**config.mk**
```make
export PLATFORM = sky130hd
export DESIGN_NAME = dit_issue_ctrl
export DESIGN_NICKNAME = d
export VERILOG_FILES = /design/src/dit_pkg.sv /design/src/dit_issue_ctrl.sv
export SDC_FILE = /design/constraint.sdc
export NUM_CORES = 1
export LEC_CHECK = 0
export BUFFER_PORTS_ARGS = -buffer_cell sky130_fd_sc_hd__buf_2
export CORE_MARGIN = 2
export CORE_UTILIZATION = 43
export DETAILED_ROUTE_END_ITERATION = 8
export GPL_TIMING_DRIVEN = 0
export PLACE_DENSITY = 0.68
export SLEW_MARGIN = 20
export SYNTH_ARGS = -nofsm -noshare
export SYNTH_HDL_FRONTEND = slang
export SYNTH_SLANG_ARGS = --single-unit
```
**constraint.sdc**
```tcl
create_clock -name clk_in -period 6.6 [get_ports clk_in]
set_clock_uncertainty 0.05 [all_clocks]
set_input_delay 1.65 -clock clk_in [delete_from_list [all_inputs] [get_ports clk_in]]
set_output_delay 1.65 -clock clk_in [all_outputs]
set_load 0.02 [all_outputs]
```
**src/dit_pkg.sv**
```systemverilog
// Package of types and timing constants for the dual issue timing control block.
package dit_pkg;

  // Functional groups of an instruction.
  typedef enum logic [2:0] {
    GRP_ARITH  = 3'h0,
    GRP_MOVE   = 3'h1,
    GRP_BRANCH = 3'h2,
    GRP_LDST   = 3'h3,
    GRP_FLOAT  = 3'h4,
    GRP_SERIAL = 3'h5
  } dit_group_e;

  // Timing classes of an instruction, as supplied by decode.
  typedef enum logic [4:0] {
    OP_SIMPLE    = 5'h00, // Any one-cycle instruction.
    OP_UNAL_LD   = 5'h01, // Unaligned load, plain or post-increment.
    OP_DBL_MUL   = 5'h02, // Signed or unsigned double multiply, long multiply.
    OP_WORD_MUL  = 5'h03, // Signed or unsigned word multiply.
    OP_LONG_MAC  = 5'h04,
    OP_WORD_MAC  = 5'h05,
    OP_GBR_BYTE  = 5'h06, // Byte and, or, test, xor through the global base.
    OP_TAS       = 5'h07,
    OP_BR_DISP   = 5'h08, // Displacement branches, conditional or not.
    OP_BR_REG    = 5'h09, // Register-indirect branches and jumps.
    OP_RETURN    = 5'h0A,
    OP_ICINV     = 5'h0B,
    OP_ICPREF    = 5'h0C,
    OP_TRAP      = 5'h0D,
    OP_EXC_RET   = 5'h0E,
    OP_SYNC      = 5'h0F,
    OP_SLEEP     = 5'h10,
    OP_LDSR_REG  = 5'h11,
    OP_LDSR_MEM  = 5'h12,
    OP_LD_DBGSTK = 5'h13, // Load of the debug base or saved stack register.
    OP_LD_CTRL   = 5'h14, // Load of any other control register.
    OP_ST_SR     = 5'h15,
    OP_ST_CTRL   = 5'h16,
    OP_FLOAT_DIVIDE_S    = 5'h17, // Single-precision divide or square root.
    OP_FLOAT_DIVIDE_D    = 5'h18, // Double-precision divide or square root.
    OP_FLOAT_MULTIPLY_D    = 5'h19
  } dit_op_e;

  // One candidate instruction from decode.
  typedef struct packed {
    logic       valid;
    dit_group_e group;
    dit_op_e    op;
    logic [31:0] addr;
  } dit_instr_s;

  // Base timing of one instruction: issue, middle sequence, branch range, occupancy.
  typedef struct packed {
    logic [3:0] issue;
    logic [2:0] extra;
    logic [1:0] br_min;
    logic [1:0] br_max;
    logic [4:0] exec;
    logic       fixed;
  } dit_time_s;

  localparam dit_time_s TM_SIMPLE   = '{4'h1, 3'h0, 2'h0, 2'h0, 5'h01, 1'b1};
  localparam dit_time_s TM_UNAL_LD  = '{4'h2, 3'h0, 2'h0, 2'h0, 5'h02, 1'b1};
  localparam dit_time_s TM_DBL_MUL  = '{4'h1, 3'h0, 2'h0, 2'h0, 5'h02, 1'b1};
  localparam dit_time_s TM_LONG_MAC = '{4'h2, 3'h0, 2'h0, 2'h0, 5'h05, 1'b1};
  localparam dit_time_s TM_WORD_MAC = '{4'h2, 3'h0, 2'h0, 2'h0, 5'h04, 1'b1};
  localparam dit_time_s TM_GBR_BYTE = '{4'h3, 3'h0, 2'h0, 2'h0, 5'h03, 1'b1};
  localparam dit_time_s TM_TAS      = '{4'h4, 3'h0, 2'h0, 2'h0, 5'h04, 1'b1};
  localparam dit_time_s TM_BR_DISP  = '{4'h1, 3'h0, 2'h0, 2'h2, 5'h01, 1'b1};
  localparam dit_time_s TM_BR_REG   = '{4'h1, 3'h0, 2'h3, 2'h3, 5'h01, 1'b1};
  localparam dit_time_s TM_RETURN   = '{4'h1, 3'h0, 2'h0, 2'h3, 5'h01, 1'b1};
  localparam dit_time_s TM_ICINV    = '{4'h8, 3'h5, 2'h3, 2'h3, 5'h0D, 1'b1};
  localparam dit_time_s TM_ICPREF   = '{4'h5, 3'h5, 2'h3, 2'h3, 5'h0A, 1'b1};
  localparam dit_time_s TM_TRAP     = '{4'h8, 3'h5, 2'h1, 2'h1, 5'h0D, 1'b1};
  localparam dit_time_s TM_EXC_RET  = '{4'h4, 3'h0, 2'h1, 2'h1, 5'h04, 1'b1};
  localparam dit_time_s TM_VARIABLE = '{4'h1, 3'h0, 2'h0, 2'h0, 5'h00, 1'b0};
  localparam dit_time_s TM_LDSR_REG = '{4'h4, 3'h0, 2'h3, 2'h3, 5'h04, 1'b1};
  localparam dit_time_s TM_LDSR_MEM = '{4'h6, 3'h0, 2'h3, 2'h3, 5'h04, 1'b1};
  localparam dit_time_s TM_LD_DBG   = '{4'h4, 3'h0, 2'h0, 2'h0, 5'h04, 1'b1};
  localparam dit_time_s TM_FLOAT_DIVIDE_S   = '{4'h1, 3'h0, 2'h0, 2'h0, 5'h0E, 1'b1};
  localparam dit_time_s TM_FLOAT_DIVIDE_D   = '{4'h1, 3'h0, 2'h0, 2'h0, 5'h1E, 1'b1};
  localparam dit_time_s TM_FLOAT_MULTIPLY_D   = '{4'h1, 3'h0, 2'h0, 2'h0, 5'h03, 1'b1};

  // Address bits that select the minimum page of 1 Kbyte.
  localparam int unsigned PAGE_LSB  = 10;
  localparam logic [31:0] PAIR_STEP = 32'h0000_0002;
  localparam int unsigned CNT_W     = 8;

endpackage : dit_pkg

```
**src/dit_issue_ctrl.sv**
```systemverilog
// Dual issue decision and issue timing control for a two-way pipeline.
`timescale 1ns/1ps
`default_nettype none
module dit_issue_ctrl
  import dit_pkg::*;
(
  input  wire logic             clk_in,
  input  wire logic             arst_n_in,
  input  wire dit_instr_s       lead_in,
  input  wire dit_instr_s       follow_in,
  input  wire logic             lead_conflict_in,
  input  wire logic             follow_conflict_in,
  input  wire logic [3:0]       stall_cycles_in,
  input  wire logic             pipe_idle_in,
  output logic                  issue_ready_out,
  output logic                  issue_lead_out,
  output logic                  issue_pair_out,
  output dit_time_s             lead_time_out,
  output dit_time_s             follow_time_out
);

  ////////////////////////////////////////////////////////////////////////////////
  // Decode helpers.

  // Control register loads and stores override the group given by decode.
  function automatic dit_group_e eff_group(input dit_instr_s ins);
    unique case (ins.op)
      OP_LD_DBGSTK, OP_ST_SR: eff_group = GRP_SERIAL;
      OP_LD_CTRL, OP_ST_CTRL: eff_group = GRP_LDST;
      default:                eff_group = ins.group;
    endcase
  endfunction : eff_group

  // Base timing of each class; stall cycles are added later.
  function automatic dit_time_s op_time(input dit_op_e op);
    unique case (op)
      OP_UNAL_LD:              op_time = TM_UNAL_LD;
      OP_DBL_MUL:              op_time = TM_DBL_MUL;
      OP_LONG_MAC:             op_time = TM_LONG_MAC;
      OP_WORD_MAC:             op_time = TM_WORD_MAC;
      OP_GBR_BYTE:             op_time = TM_GBR_BYTE;
      OP_TAS:                  op_time = TM_TAS;
      OP_BR_DISP:              op_time = TM_BR_DISP;
      OP_BR_REG:               op_time = TM_BR_REG;
      OP_RETURN:               op_time = TM_RETURN;
      OP_ICINV:                op_time = TM_ICINV;
      OP_ICPREF:               op_time = TM_ICPREF;
      OP_TRAP:                 op_time = TM_TRAP;
      OP_EXC_RET:              op_time = TM_EXC_RET;
      OP_SYNC, OP_SLEEP:       op_time = TM_VARIABLE;
      OP_LDSR_REG:             op_time = TM_LDSR_REG;
      OP_LDSR_MEM:             op_time = TM_LDSR_MEM;
      OP_LD_DBGSTK:            op_time = TM_LD_DBG;
      OP_FLOAT_DIVIDE_S:               op_time = TM_FLOAT_DIVIDE_S;
      OP_FLOAT_DIVIDE_D:               op_time = TM_FLOAT_DIVIDE_D;
      OP_FLOAT_MULTIPLY_D:               op_time = TM_FLOAT_MULTIPLY_D;
      default:                 op_time = TM_SIMPLE;
    endcase
  endfunction : op_time

  // Cycles the issue slot stays closed: issue, middle sequence, least branch cycles.
  function automatic logic [CNT_W-1:0] gap_of(input dit_time_s t);
    gap_of = CNT_W'(t.issue) + CNT_W'(t.extra) + CNT_W'(t.br_min);
  endfunction : gap_of

  ////////////////////////////////////////////////////////////////////////////////
  // Pairing decision.

  dit_group_e       lead_grp;
  dit_group_e       follow_grp;
  dit_time_s        lead_time;
  dit_time_s        follow_time;
  logic             groups_pair;
  logic             same_page;
  logic             next_addr;
  logic             can_pair;
  logic             go_lead;
  logic             go_pair;
  logic [CNT_W-1:0] gap_lead;
  logic [CNT_W-1:0] gap_follow;
  logic [CNT_W-1:0] gap_total;

  assign lead_grp    = eff_group(lead_in);
  assign follow_grp  = eff_group(follow_in);
  assign lead_time   = op_time(lead_in.op);
  assign follow_time = op_time(follow_in.op);

  // Serial never pairs, move pairs with all else, the rest pair across groups.
  assign groups_pair = (lead_grp != GRP_SERIAL) && (follow_grp != GRP_SERIAL) &&
                       ((lead_grp == GRP_MOVE) || (follow_grp == GRP_MOVE) ||
                        (lead_grp != follow_grp));
  assign next_addr   = (follow_in.addr == lead_in.addr + PAIR_STEP);
  assign same_page   = (lead_in.addr[31:PAGE_LSB] == follow_in.addr[31:PAGE_LSB]);
  assign can_pair    = lead_in.valid && follow_in.valid && groups_pair &&
                       next_addr && same_page &&
                       !lead_conflict_in && !follow_conflict_in;
  assign go_lead     = issue_ready_out && lead_in.valid;
  assign go_pair     = go_lead && can_pair;

  // The issue gap is the longer of the pair plus any stall cycles.
  assign gap_lead    = gap_of(lead_time);
  assign gap_follow  = go_pair ? gap_of(follow_time) : '0;
  assign gap_total   = ((gap_lead > gap_follow) ? gap_lead : gap_follow) +
                       CNT_W'(stall_cycles_in);

  ////////////////////////////////////////////////////////////////////////////////
  // Issue sequencer.

  typedef enum logic [1:0] {
    ST_OPEN  = 2'b00,
    ST_COUNT = 2'b01,
    ST_DRAIN = 2'b10
  } dit_state_e;

  dit_state_e       state_ff;
  dit_state_e       nxt_state;
  logic [CNT_W-1:0] cnt_ff;
  logic [CNT_W-1:0] nxt_cnt;
  logic             lead_var;

  assign lead_var = !lead_time.fixed;

  // Next state: a gap of one reopens at once, longer gaps count, variable ops drain.
  always_comb begin
    nxt_state = state_ff;
    nxt_cnt   = cnt_ff;
    unique case (state_ff)
      ST_OPEN: begin
        if (go_lead && lead_var) begin
          nxt_state = ST_DRAIN;
        end else if (go_lead && gap_total > CNT_W'(1)) begin
          nxt_state = ST_COUNT;
          nxt_cnt   = gap_total - CNT_W'(2);
        end
      end
      ST_COUNT: begin
        if (cnt_ff == '0) begin
          nxt_state = ST_OPEN;
        end else begin
          nxt_cnt = cnt_ff - CNT_W'(1);
        end
      end
      ST_DRAIN: begin
        if (pipe_idle_in) begin
          nxt_state = ST_OPEN;
        end
      end
      default: begin
        nxt_state = ST_OPEN;
      end
    endcase
  end

  // State and counter registers.
  always_ff @(posedge clk_in or negedge arst_n_in) begin
    if (!arst_n_in) begin
      state_ff <= ST_OPEN;
      cnt_ff   <= '0;
    end else begin
      state_ff <= nxt_state;
      cnt_ff   <= nxt_cnt;
    end
  end

  ////////////////////////////////////////////////////////////////////////////////
  // Registered outputs.

  logic nxt_ready;

  assign nxt_ready = (nxt_state == ST_OPEN);

  // Issue pulses and the timing of what was issued, held until the next issue.
  always_ff @(posedge clk_in or negedge arst_n_in) begin
    if (!arst_n_in) begin
      issue_ready_out <= 1'b1;
      issue_lead_out  <= 1'b0;
      issue_pair_out  <= 1'b0;
      lead_time_out   <= '0;
      follow_time_out <= '0;
    end else begin
      issue_ready_out <= nxt_ready;
      issue_lead_out  <= go_lead;
      issue_pair_out  <= go_pair;
      if (go_lead) begin
        lead_time_out   <= lead_time;
        follow_time_out <= go_pair ? follow_time : '0;
      end
    end
  end

  ////////////////////////////////////////////////////////////////////////////////
  // Assertions.

  property p_serial_never_pairs;
    @(posedge clk_in) disable iff (!arst_n_in)
      (go_lead && (lead_grp == GRP_SERIAL || follow_grp == GRP_SERIAL)) |=> !issue_pair_out;
  endproperty
  a_serial_never_pairs: assert property (p_serial_never_pairs)
    else $error("Serial group instruction was paired.");

  property p_same_group_no_pair;
    @(posedge clk_in) disable iff (!arst_n_in)
      (go_lead && lead_grp == follow_grp && lead_grp != GRP_MOVE) |=> !issue_pair_out;
  endproperty
  a_same_group_no_pair: assert property (p_same_group_no_pair)
    else $error("Two instructions of one group were paired.");

  property p_pair_needs_valid;
    @(posedge clk_in) disable iff (!arst_n_in)
      issue_pair_out |-> $past(lead_in.valid) && $past(follow_in.valid) && issue_lead_out;
  endproperty
  a_pair_needs_valid: assert property (p_pair_needs_valid)
    else $error("Pair issued without both instructions valid.");

  property p_pair_same_page;
    @(posedge clk_in) disable iff (!arst_n_in)
      (go_lead && !same_page) |=> !issue_pair_out;
  endproperty
  a_pair_same_page: assert property (p_pair_same_page)
    else $error("Pair crossed a page boundary.");

  property p_pair_no_conflict;
    @(posedge clk_in) disable iff (!arst_n_in)
      (go_lead && (lead_conflict_in || follow_conflict_in)) |=> !issue_pair_out;
  endproperty
  a_pair_no_conflict: assert property (p_pair_no_conflict)
    else $error("Pair issued despite a data conflict.");

  property p_unaligned_gap;
    @(posedge clk_in) disable iff (!arst_n_in)
      (go_lead && !go_pair && lead_in.op == OP_UNAL_LD && stall_cycles_in == 4'h0)
        |=> !issue_ready_out ##1 issue_ready_out;
  endproperty
  a_unaligned_gap: assert property (p_unaligned_gap)
    else $error("Unaligned load issue gap is not two cycles.");

  property p_trap_gap;
    @(posedge clk_in) disable iff (!arst_n_in)
      (go_lead && lead_in.op == OP_TRAP && stall_cycles_in == 4'h0)
        |=> (!issue_ready_out) [*8] ##6 issue_ready_out;
  endproperty
  a_trap_gap: assert property (p_trap_gap)
    else $error("Software trap issue gap is not fourteen cycles.");

  property p_variable_waits;
    @(posedge clk_in) disable iff (!arst_n_in)
      (state_ff == ST_DRAIN && !pipe_idle_in) |=> !issue_ready_out;
  endproperty
  a_variable_waits: assert property (p_variable_waits)
    else $error("Variable length instruction did not wait for drain.");

  property p_float_divide_double_exec;
    @(posedge clk_in) disable iff (!arst_n_in)
      (go_lead && lead_in.op == OP_FLOAT_DIVIDE_D) |=> lead_time_out.exec == TM_FLOAT_DIVIDE_D.exec;
  endproperty
  a_float_divide_double_exec: assert property (p_float_divide_double_exec)
    else $error("Double divide occupancy is not thirty cycles.");

  property p_stall_adds;
    @(posedge clk_in) disable iff (!arst_n_in)
      (go_lead && lead_in.op == OP_SIMPLE && !go_pair && stall_cycles_in == 4'h2)
        |=> !issue_ready_out ##1 !issue_ready_out ##1 issue_ready_out;
  endproperty
  a_stall_adds: assert property (p_stall_adds)
    else $error("Stall cycles were not added to the issue gap.");

  c_pair: cover property (@(posedge clk_in) disable iff (!arst_n_in) issue_pair_out);
  c_drain: cover property (@(posedge clk_in) disable iff (!arst_n_in)
    state_ff == ST_DRAIN ##1 state_ff == ST_OPEN);
  c_long_gap: cover property (@(posedge clk_in) disable iff (!arst_n_in)
    go_lead && lead_in.op == OP_ICINV);

endmodule : dit_issue_ctrl
`default_nettype wire

```
==> results of run 1 <==
layer usage:
metal | up-vias | track usage, %
met5 | - | 0
met4 | 0 | 6.32
met3 | 24 | 3.57
met2 | 206 | 41.3
met1 | 2337 | 32.0
li1 | 2431 | -
sequential cells by signal, summed over array words and instances (netlist names):
register and flops:
issue_lead_out 1, cnt_ff 8, state_ff 2, issue_ready_out 1, issue_pair_out 1, lead_time_out 15, follow_time_out 15
synth_stat cells, drive strengths merged, types with 3 or more instances:
cell,instances,area (um2)
a31oi,9,56.3
nand2,77,289
dfrtp,42,1050
o21ai,60,304
a211oi,5,37.5
o32ai,3,26.3
mux2i,4,40.0
o22ai,5,31.3
nor2b,15,93.8
or2,8,50.1
inv,32,120
mux2,6,67.6
and4,4,35.0
buf,12,73.8
o211ai,5,37.5
nor3,12,71.3
nand2b,12,75.1
o21a,6,45.0
nand4b,3,26.3
ha,33,413
xnor2,29,262
nand4,12,75.1
clkbuf,12,45.0
a22o,6,52.6
nor2,33,124
fa,5,100
a211o,3,26.3
or3,8,50.1
a21oi,33,169
nor4,10,83.8
nand3,15,75.1
and2,5,31.3
or4,5,41.3
o31ai,7,52.6
a21o,4,30.0
nor3b,3,22.5
xor2,19,166
area by class of cell:
type                            count  area share, %
Buffer                             24           1.98
Timing Repair Buffer              148           13.7
Clock buffer                        5           1.12
Tap cell                          136           2.77
Clock inverter                      3          0.714
Sequential cell                    43           17.6
Multi-Input combinational cell    490           59.9
Inverter                           34           2.28
cell usage in the layout (no fill, tap or decap), types with 6 or more instances in the layout:
cell and n:
nor2_1 32, clkbuf_1 11, nand2_1 76, ha_1 22, or3_1 6, ha_4 10, dfrtp_1 42, o21ai_0 50
nand2b_1 11, inv_1 25, xnor2_1 24, o31ai_1 6, a31oi_1 8, or2_2 7, buf_2 120, o21a_1 6
a22o_1 6, nor2b_1 12, xor2_1 18, nor3_1 11, nor4_1 8, buf_4 35, a21oi_1 30, o21ai_1 6
nand4_1 12, nand3_1 15
kinds of logic (layout without fill, tap and decap cells):
group / after synthesis / after routing / share of synthesized area [%]
and+or+nand+nor: 229 / 229 / 25.9
adders and majority gates: 38 / 38 / 11.1
DFF: 43 / 43 / 23.3
muxes: 11 / 11 / 2.81
other: 1 / 2 / 0.0810
buffers and inverters: 58 / 214 / 5.35
AOI/OAI and AO/OA: 162 / 162 / 22.2
xor gates and xnor gates: 48 / 48 / 9.24
metrics by stage:
step                setup slack (ns)  power (W)  hold slack (ns)  cells
floorplan                     -0.617   0.000834            0.403    591
global placement               -1.57    0.00102            0.408    847
detailed placement             -1.59    0.00103            0.419    847
CTS                           -0.499    0.00134            0.435    876
global route                  -0.679    0.00149            0.470    883
finish                        -0.547    0.00140            0.433    883
final timing paths:
kind	startpoint	to	slack, ns	cells after the start
setup reg to reg	issue_ready_out	cnt_ff[7]	1.06	27
setup / recovery	lead_in[32]	cnt_ff[7]	-0.55	28
hold reg to reg	state_ff[0]	state_ff[1]	0.43	1
max in group asynchronous	arst_n_in	lead_time_out[16]	4.82	1
hold / removal	state_ff[0]	state_ff[1]	0.43	1
min in group asynchronous	arst_n_in	lead_time_out[5]	1.29	1
where the power goes:
part,switching (W),internal [W]
Sequential,0.0000447,0.000332
Combinational,0.000452,0.000352
Clock,0.000105,0.000113
Total,0.000601,0.000796
critical path, delay by kind of cell:
kind / cells / cell delay (ns)
adder cells (fa/ha/maj): 7 / 2.21
AO/OA/AOI/OAI: 7 / 1.16
multiplexers: 2 / 0.76
AND/OR/NAND/NOR: 4 / 0.73
buffers and inverters: 7 / 0.62
XOR/XNOR: 1 / 0.19
repair_timing:
item / 4_1_cts / 5_1_grt
pin swaps: 21 / 4
gates resized for setup: 44 / 20
setup buffers: 20 / 8
hold buffers: 0 / 0
endpoints found under the setup margin: 10 / 10
cloned: 1 / 0
==> results.toml, run 1 <==
[final_layout]
multi_input_area_um2 = 3670
n_antenna_cell = 0
nFillCells = 937
seqCellArea_um2 = 1080
finalInstanceArea_um2 = 6140
drive_gt1_share_pct = 32.9
fin_nets = 875
syn2layout_area_growth_pct = 32.5
final_util_pct = 59.2

[routing]
vias = 4998
top_layer_used = "met4"
wl_met3_um = 944
finalWirelength_um = 14200
drc = 0
wl_per_cell_um = 16.1
met1_length_um = 6130
avgViaCountPerCell = 5.66
first_pass_iters = 5
antenna_left = 0
drt_iter0_markers = 278
wl_met2_um = 6840

[synth]
synth_edf_count = 0
synth_async_sr_flop_share_pct = 100
yosysWarnings = 0
synth_cell_types = 74
ys.flop_type = "dfrtp_1"
synth-seq-cells = 43
avgSynthCellArea_um2 = 7.85
yosysSeqAreaShare_pct = 23.3
syn_area_um2 = 4630
syn_inst = 590

[worst_setup_path]
startpoint_type = "input port"
worstPathMaxFanout = 8
critPathSlowestCell = "fa_2"
worstPathRequired_ns = 6.76
endpoint_kind = "flip-flop"
arrival_ns = 7.30
criticalPathCategory = "input port to flip-flop"
cp_slowest_stage_delay_ns = 0.54

[placement]
port_buffers = 120
gp_congestion = 0.871
place_area_um2 = 5520
dp_hpwl_um = 10900

[cts]
cts-root-buf = "clkbuf_8"
cts_tree = "yes"
path_clk_slew_ns = 0.09
clock_path_buffers = 2
worstSkewPairLatency_ns = 0.31
clock_sinks = 43
htreeDepth = 2
cts_inserted_buffers = 5

[timing]
setup_viol = 10
tightestPinTransition_ns = 0.599
setup_tns_ns = -4.85
period_share_pct = 108
post-route-min-period_ns = 7.15
setup_ws_ns = -0.547
maxSlewHeadroom_pct = 59.7
clock.fmax_mhz = 140
rsz0062_at_grt = "true"
drv_slew = 0
hold_violations = 0

[global_routing]
overflow = 0
antenna_found_initial = 0
grt.total_usage_pct = 24.2
grt_max_degree = 44
grt_pass1_vias = 4818
grt_pass1_wl_um = 22600

[die]
dieHeight_um = 108
initial_core_util_pct = 44.7
core_um2 = 10400
fp-row-count = 37
io_pins = 128
dieArea_um2 = 11600
die_x_um = 108

[power_and_ir_drop]
ir_worst_vdd_mv = 0.156
leakage_nw = 2.80
power_density_nw_per_um2 = 228

[min_path]
hold_class = "flip-flop to flip-flop"

[run_status]
outcome = "finished, violations left"
violations = "setup timing"

[run]
cap_violations = 0
(Power assumes the default switching activity.)
==> run 2: changes to the inputs <==
Settings changed: ABC_AREA set to 1, PLACE_DENSITY 0.68 to 0.66.
==> run 2 against run 1 <==
Compared with the run above:
- the flow now finishes without violations
- combinational power down 42%
- maximum frequency up 12%
- final cell count up 33%
- register-to-register slack better by 0.20 ns
- critical path depth up 3
- largest cell class unchanged
- highest routed layer unchanged
==> results.toml, run 2 <==
[run_status]
outcome = "finished clean"

[cts]
path_clk_slew_ns = 0.06
htreeDepth = 2
clock_sinks = 43
worstSkewPairLatency_ns = 0.29
cts_tree = "yes"
clock_path_buffers = 2
cts-root-buf = "clkbuf_16"
cts_inserted_buffers = 5

[final_layout]
final_cell_mix = "nand2_1 (241), buf_2 (120), inv_1 (104), nor2_1 (101), nand3_1 (59)"
final_util_pct = 56.0
syn2layout_area_growth_pct = 26.3
seqCellArea_um2 = 1080
multi_input_area_um2 = 4080
reg.largest.list = "follow_time_out x15, lead_time_out x15, cnt_ff x8"
drive_gt1_share_pct = 26.1
finalInstanceArea_um2 = 6780
fin_cells = 1176
fin_nets = 1135
nFillCells = 1275
layout_commonest_cell = "nand2_1"

[synth]
synth-seq-cells = 43
synth_async_sr_flop_share_pct = 100
synth_cell_types = 56
yosysSeqAreaShare_pct = 20.1
syn_inst = 862
avgSynthCellArea_um2 = 6.23
synth_edf_count = 0
yosys.cell_count.top_type = "nand2_1"
syn_area_um2 = 5370
synthTopCellsByCount = "nand2_1 (247), inv_1 (114), nor2_1 (108)"
ys.flop_type = "dfrtp_1"
synth_top_cell_area_share_pct = 19.6
netlist_top_cells_area = "dfrtp_1 (20%), nand2_1 (17%), inv_1 (8.0%), ha_1 (7.7%), nor2_1 (7.6%)"
yosysWarnings = 0
yosysTopAreaCell = "dfrtp_1"

[global_routing]
grt.total_usage_pct = 23.3
grt_pass1_vias = 5398
overflow = 0
antenna_found_initial = 1
grt_max_degree = 44
grt_pass1_wl_um = 25300

[power_and_ir_drop]
p_total_w = 0.000991
power_density_nw_per_um2 = 146
leakage_nw = 3.50
ir_worst_vdd_mv = 0.154

[min_path]
hold_class = "flip-flop to flip-flop"
min_path_cells = 2
hp-start = "lead_time_out[1]"
hold_path_end = "lead_time_out[1]"

[worst_setup_path]
regToRegSetupSlack_ns = 1.26
r2r-start = "issue_ready_out"
cp_slowest_stage_delay_ns = 0.38
endpoint_kind = "flip-flop"
worstPathRequired_ns = 6.73
path_buf_inv = 4
startpoint_type = "input port"
r2r_cells = 29
r2r_end = "cnt_ff[7]"
criticalPathCategory = "input port to flip-flop"
arrival_ns = 6.52
worstPathMaxFanout = 8
critPathTopFamily = "simple AND/OR/NAND/NOR gates"
critPathSlowestCell = "fa_2"
crit_top_cell = "inv_2"

[die]
dieHeight_um = 116
core_um2 = 12100
io_pins = 128
dieArea_um2 = 13400
initial_core_util_pct = 44.3
fp-row-count = 40
die_x_um = 116

[routing]
finalWirelength_um = 15800
wl_per_cell_um = 13.5
vias = 5945
drc = 0
avgViaCountPerCell = 5.06
first_pass_iters = 5
antenna_left = 0
drt_iter0_markers = 395

[placement]
port_buffers = 125
gp_congestion = 0.941
dp.cells = 1156
dp_hpwl_um = 12700
place_area_um2 = 6210

[timing]
tightestPinTransition_ns = 1.25
period_share_pct = 96.7
setup_viol = 0
hold_violations = 0
post-route-min-period_ns = 6.39
drv_slew = 0
maxSlewHeadroom_pct = 16.4
clock.fmax_mhz = 157

[run]
cap_violations = 0
## run 2: metrics by stage
step	hold WS [ns]	setup slack (ns)	setup TNS (ns)
CTS	0.433	0.00814	0
global placement	0.415	-0.786	-7.65
finish	0.430	0.215	0
detailed placement	0.423	-0.739	-7.18
floorplan	0.404	0.265	0
global route	0.455	-0.0620	-0.216
## run 2: kinds of logic after synthesis
| kind of cell | share of synthesized area, % |
|---|---|
| other | 0.0699 |
| buffers and inverters | 9.93 |
| DFF | 20.1 |
| xor gates and xnor gates | 7.32 |
| AOI/OAI and AO/OA | 11.8 |
| and+or+nand+nor | 41.2 |
| adders and majority gates | 9.56 |
## run 2: power by group
group          switching, W  internal [W]  total (W)
logic              0.000288      0.000179   0.000467
registers                 0      0.000264   0.000264
clock network      0.000110      0.000151   0.000261
## run 2: final cells by class
type                            instances  area share (%)
Buffer                                 12           0.960
Antenna cell                            1          0.0369
Timing Repair Buffer                  135            10.6
Sequential cell                        43            15.9
Multi-Input combinational cell        684            60.2
Inverter                              125            6.96
Clock inverter                          2           0.240
Tap cell                              168            3.10
Clock buffer                            6            2.05
## run 2: tightest hold or removal path, stage by stage (launching register included)
cell     delay, ns
dfrtp_1       0.34
nand2_1       0.05
nand2_1       0.05
## run 2: layer usage
metal / vias up / global-route usage (%) / routed length, um
met5: - / 0 / 0
met4: 0 / 5.95 / 330
met3: 31 / 3.14 / 895
met2: 203 / 39.7 / 7490
met1: 2665 / 31.1 / 7130
li1: 3046 / - / -
## run 2: what timing repair did
| action | 4_1_cts | 5_1_grt |
|---|---|---|
| pin swaps | 0 | 29 |
| gates resized for setup | 11 | 74 |
| hold buffers | 0 | 0 |
| endpoints found under the setup margin | 10 | 10 |
| cloned | 0 | 1 |
| setup buffers | 0 | 10 |
## run 2: worst max-delay path by stage
stage / end / slack [ns] / depth (start not counted) / start
floorplan: cnt_ff[0] / 0.27 / 27 / follow_in[35]
global placement: cnt_ff[0] / -0.79 / 28 / follow_in[35]
detailed placement: cnt_ff[0] / -0.74 / 28 / follow_in[35]
CTS: cnt_ff[0] / 0.008 / 30 / lead_in[33]
global route: cnt_ff[7] / -0.06 / 31 / lead_in[2]
finish: cnt_ff[7] / 0.21 / 31 / lead_in[1]
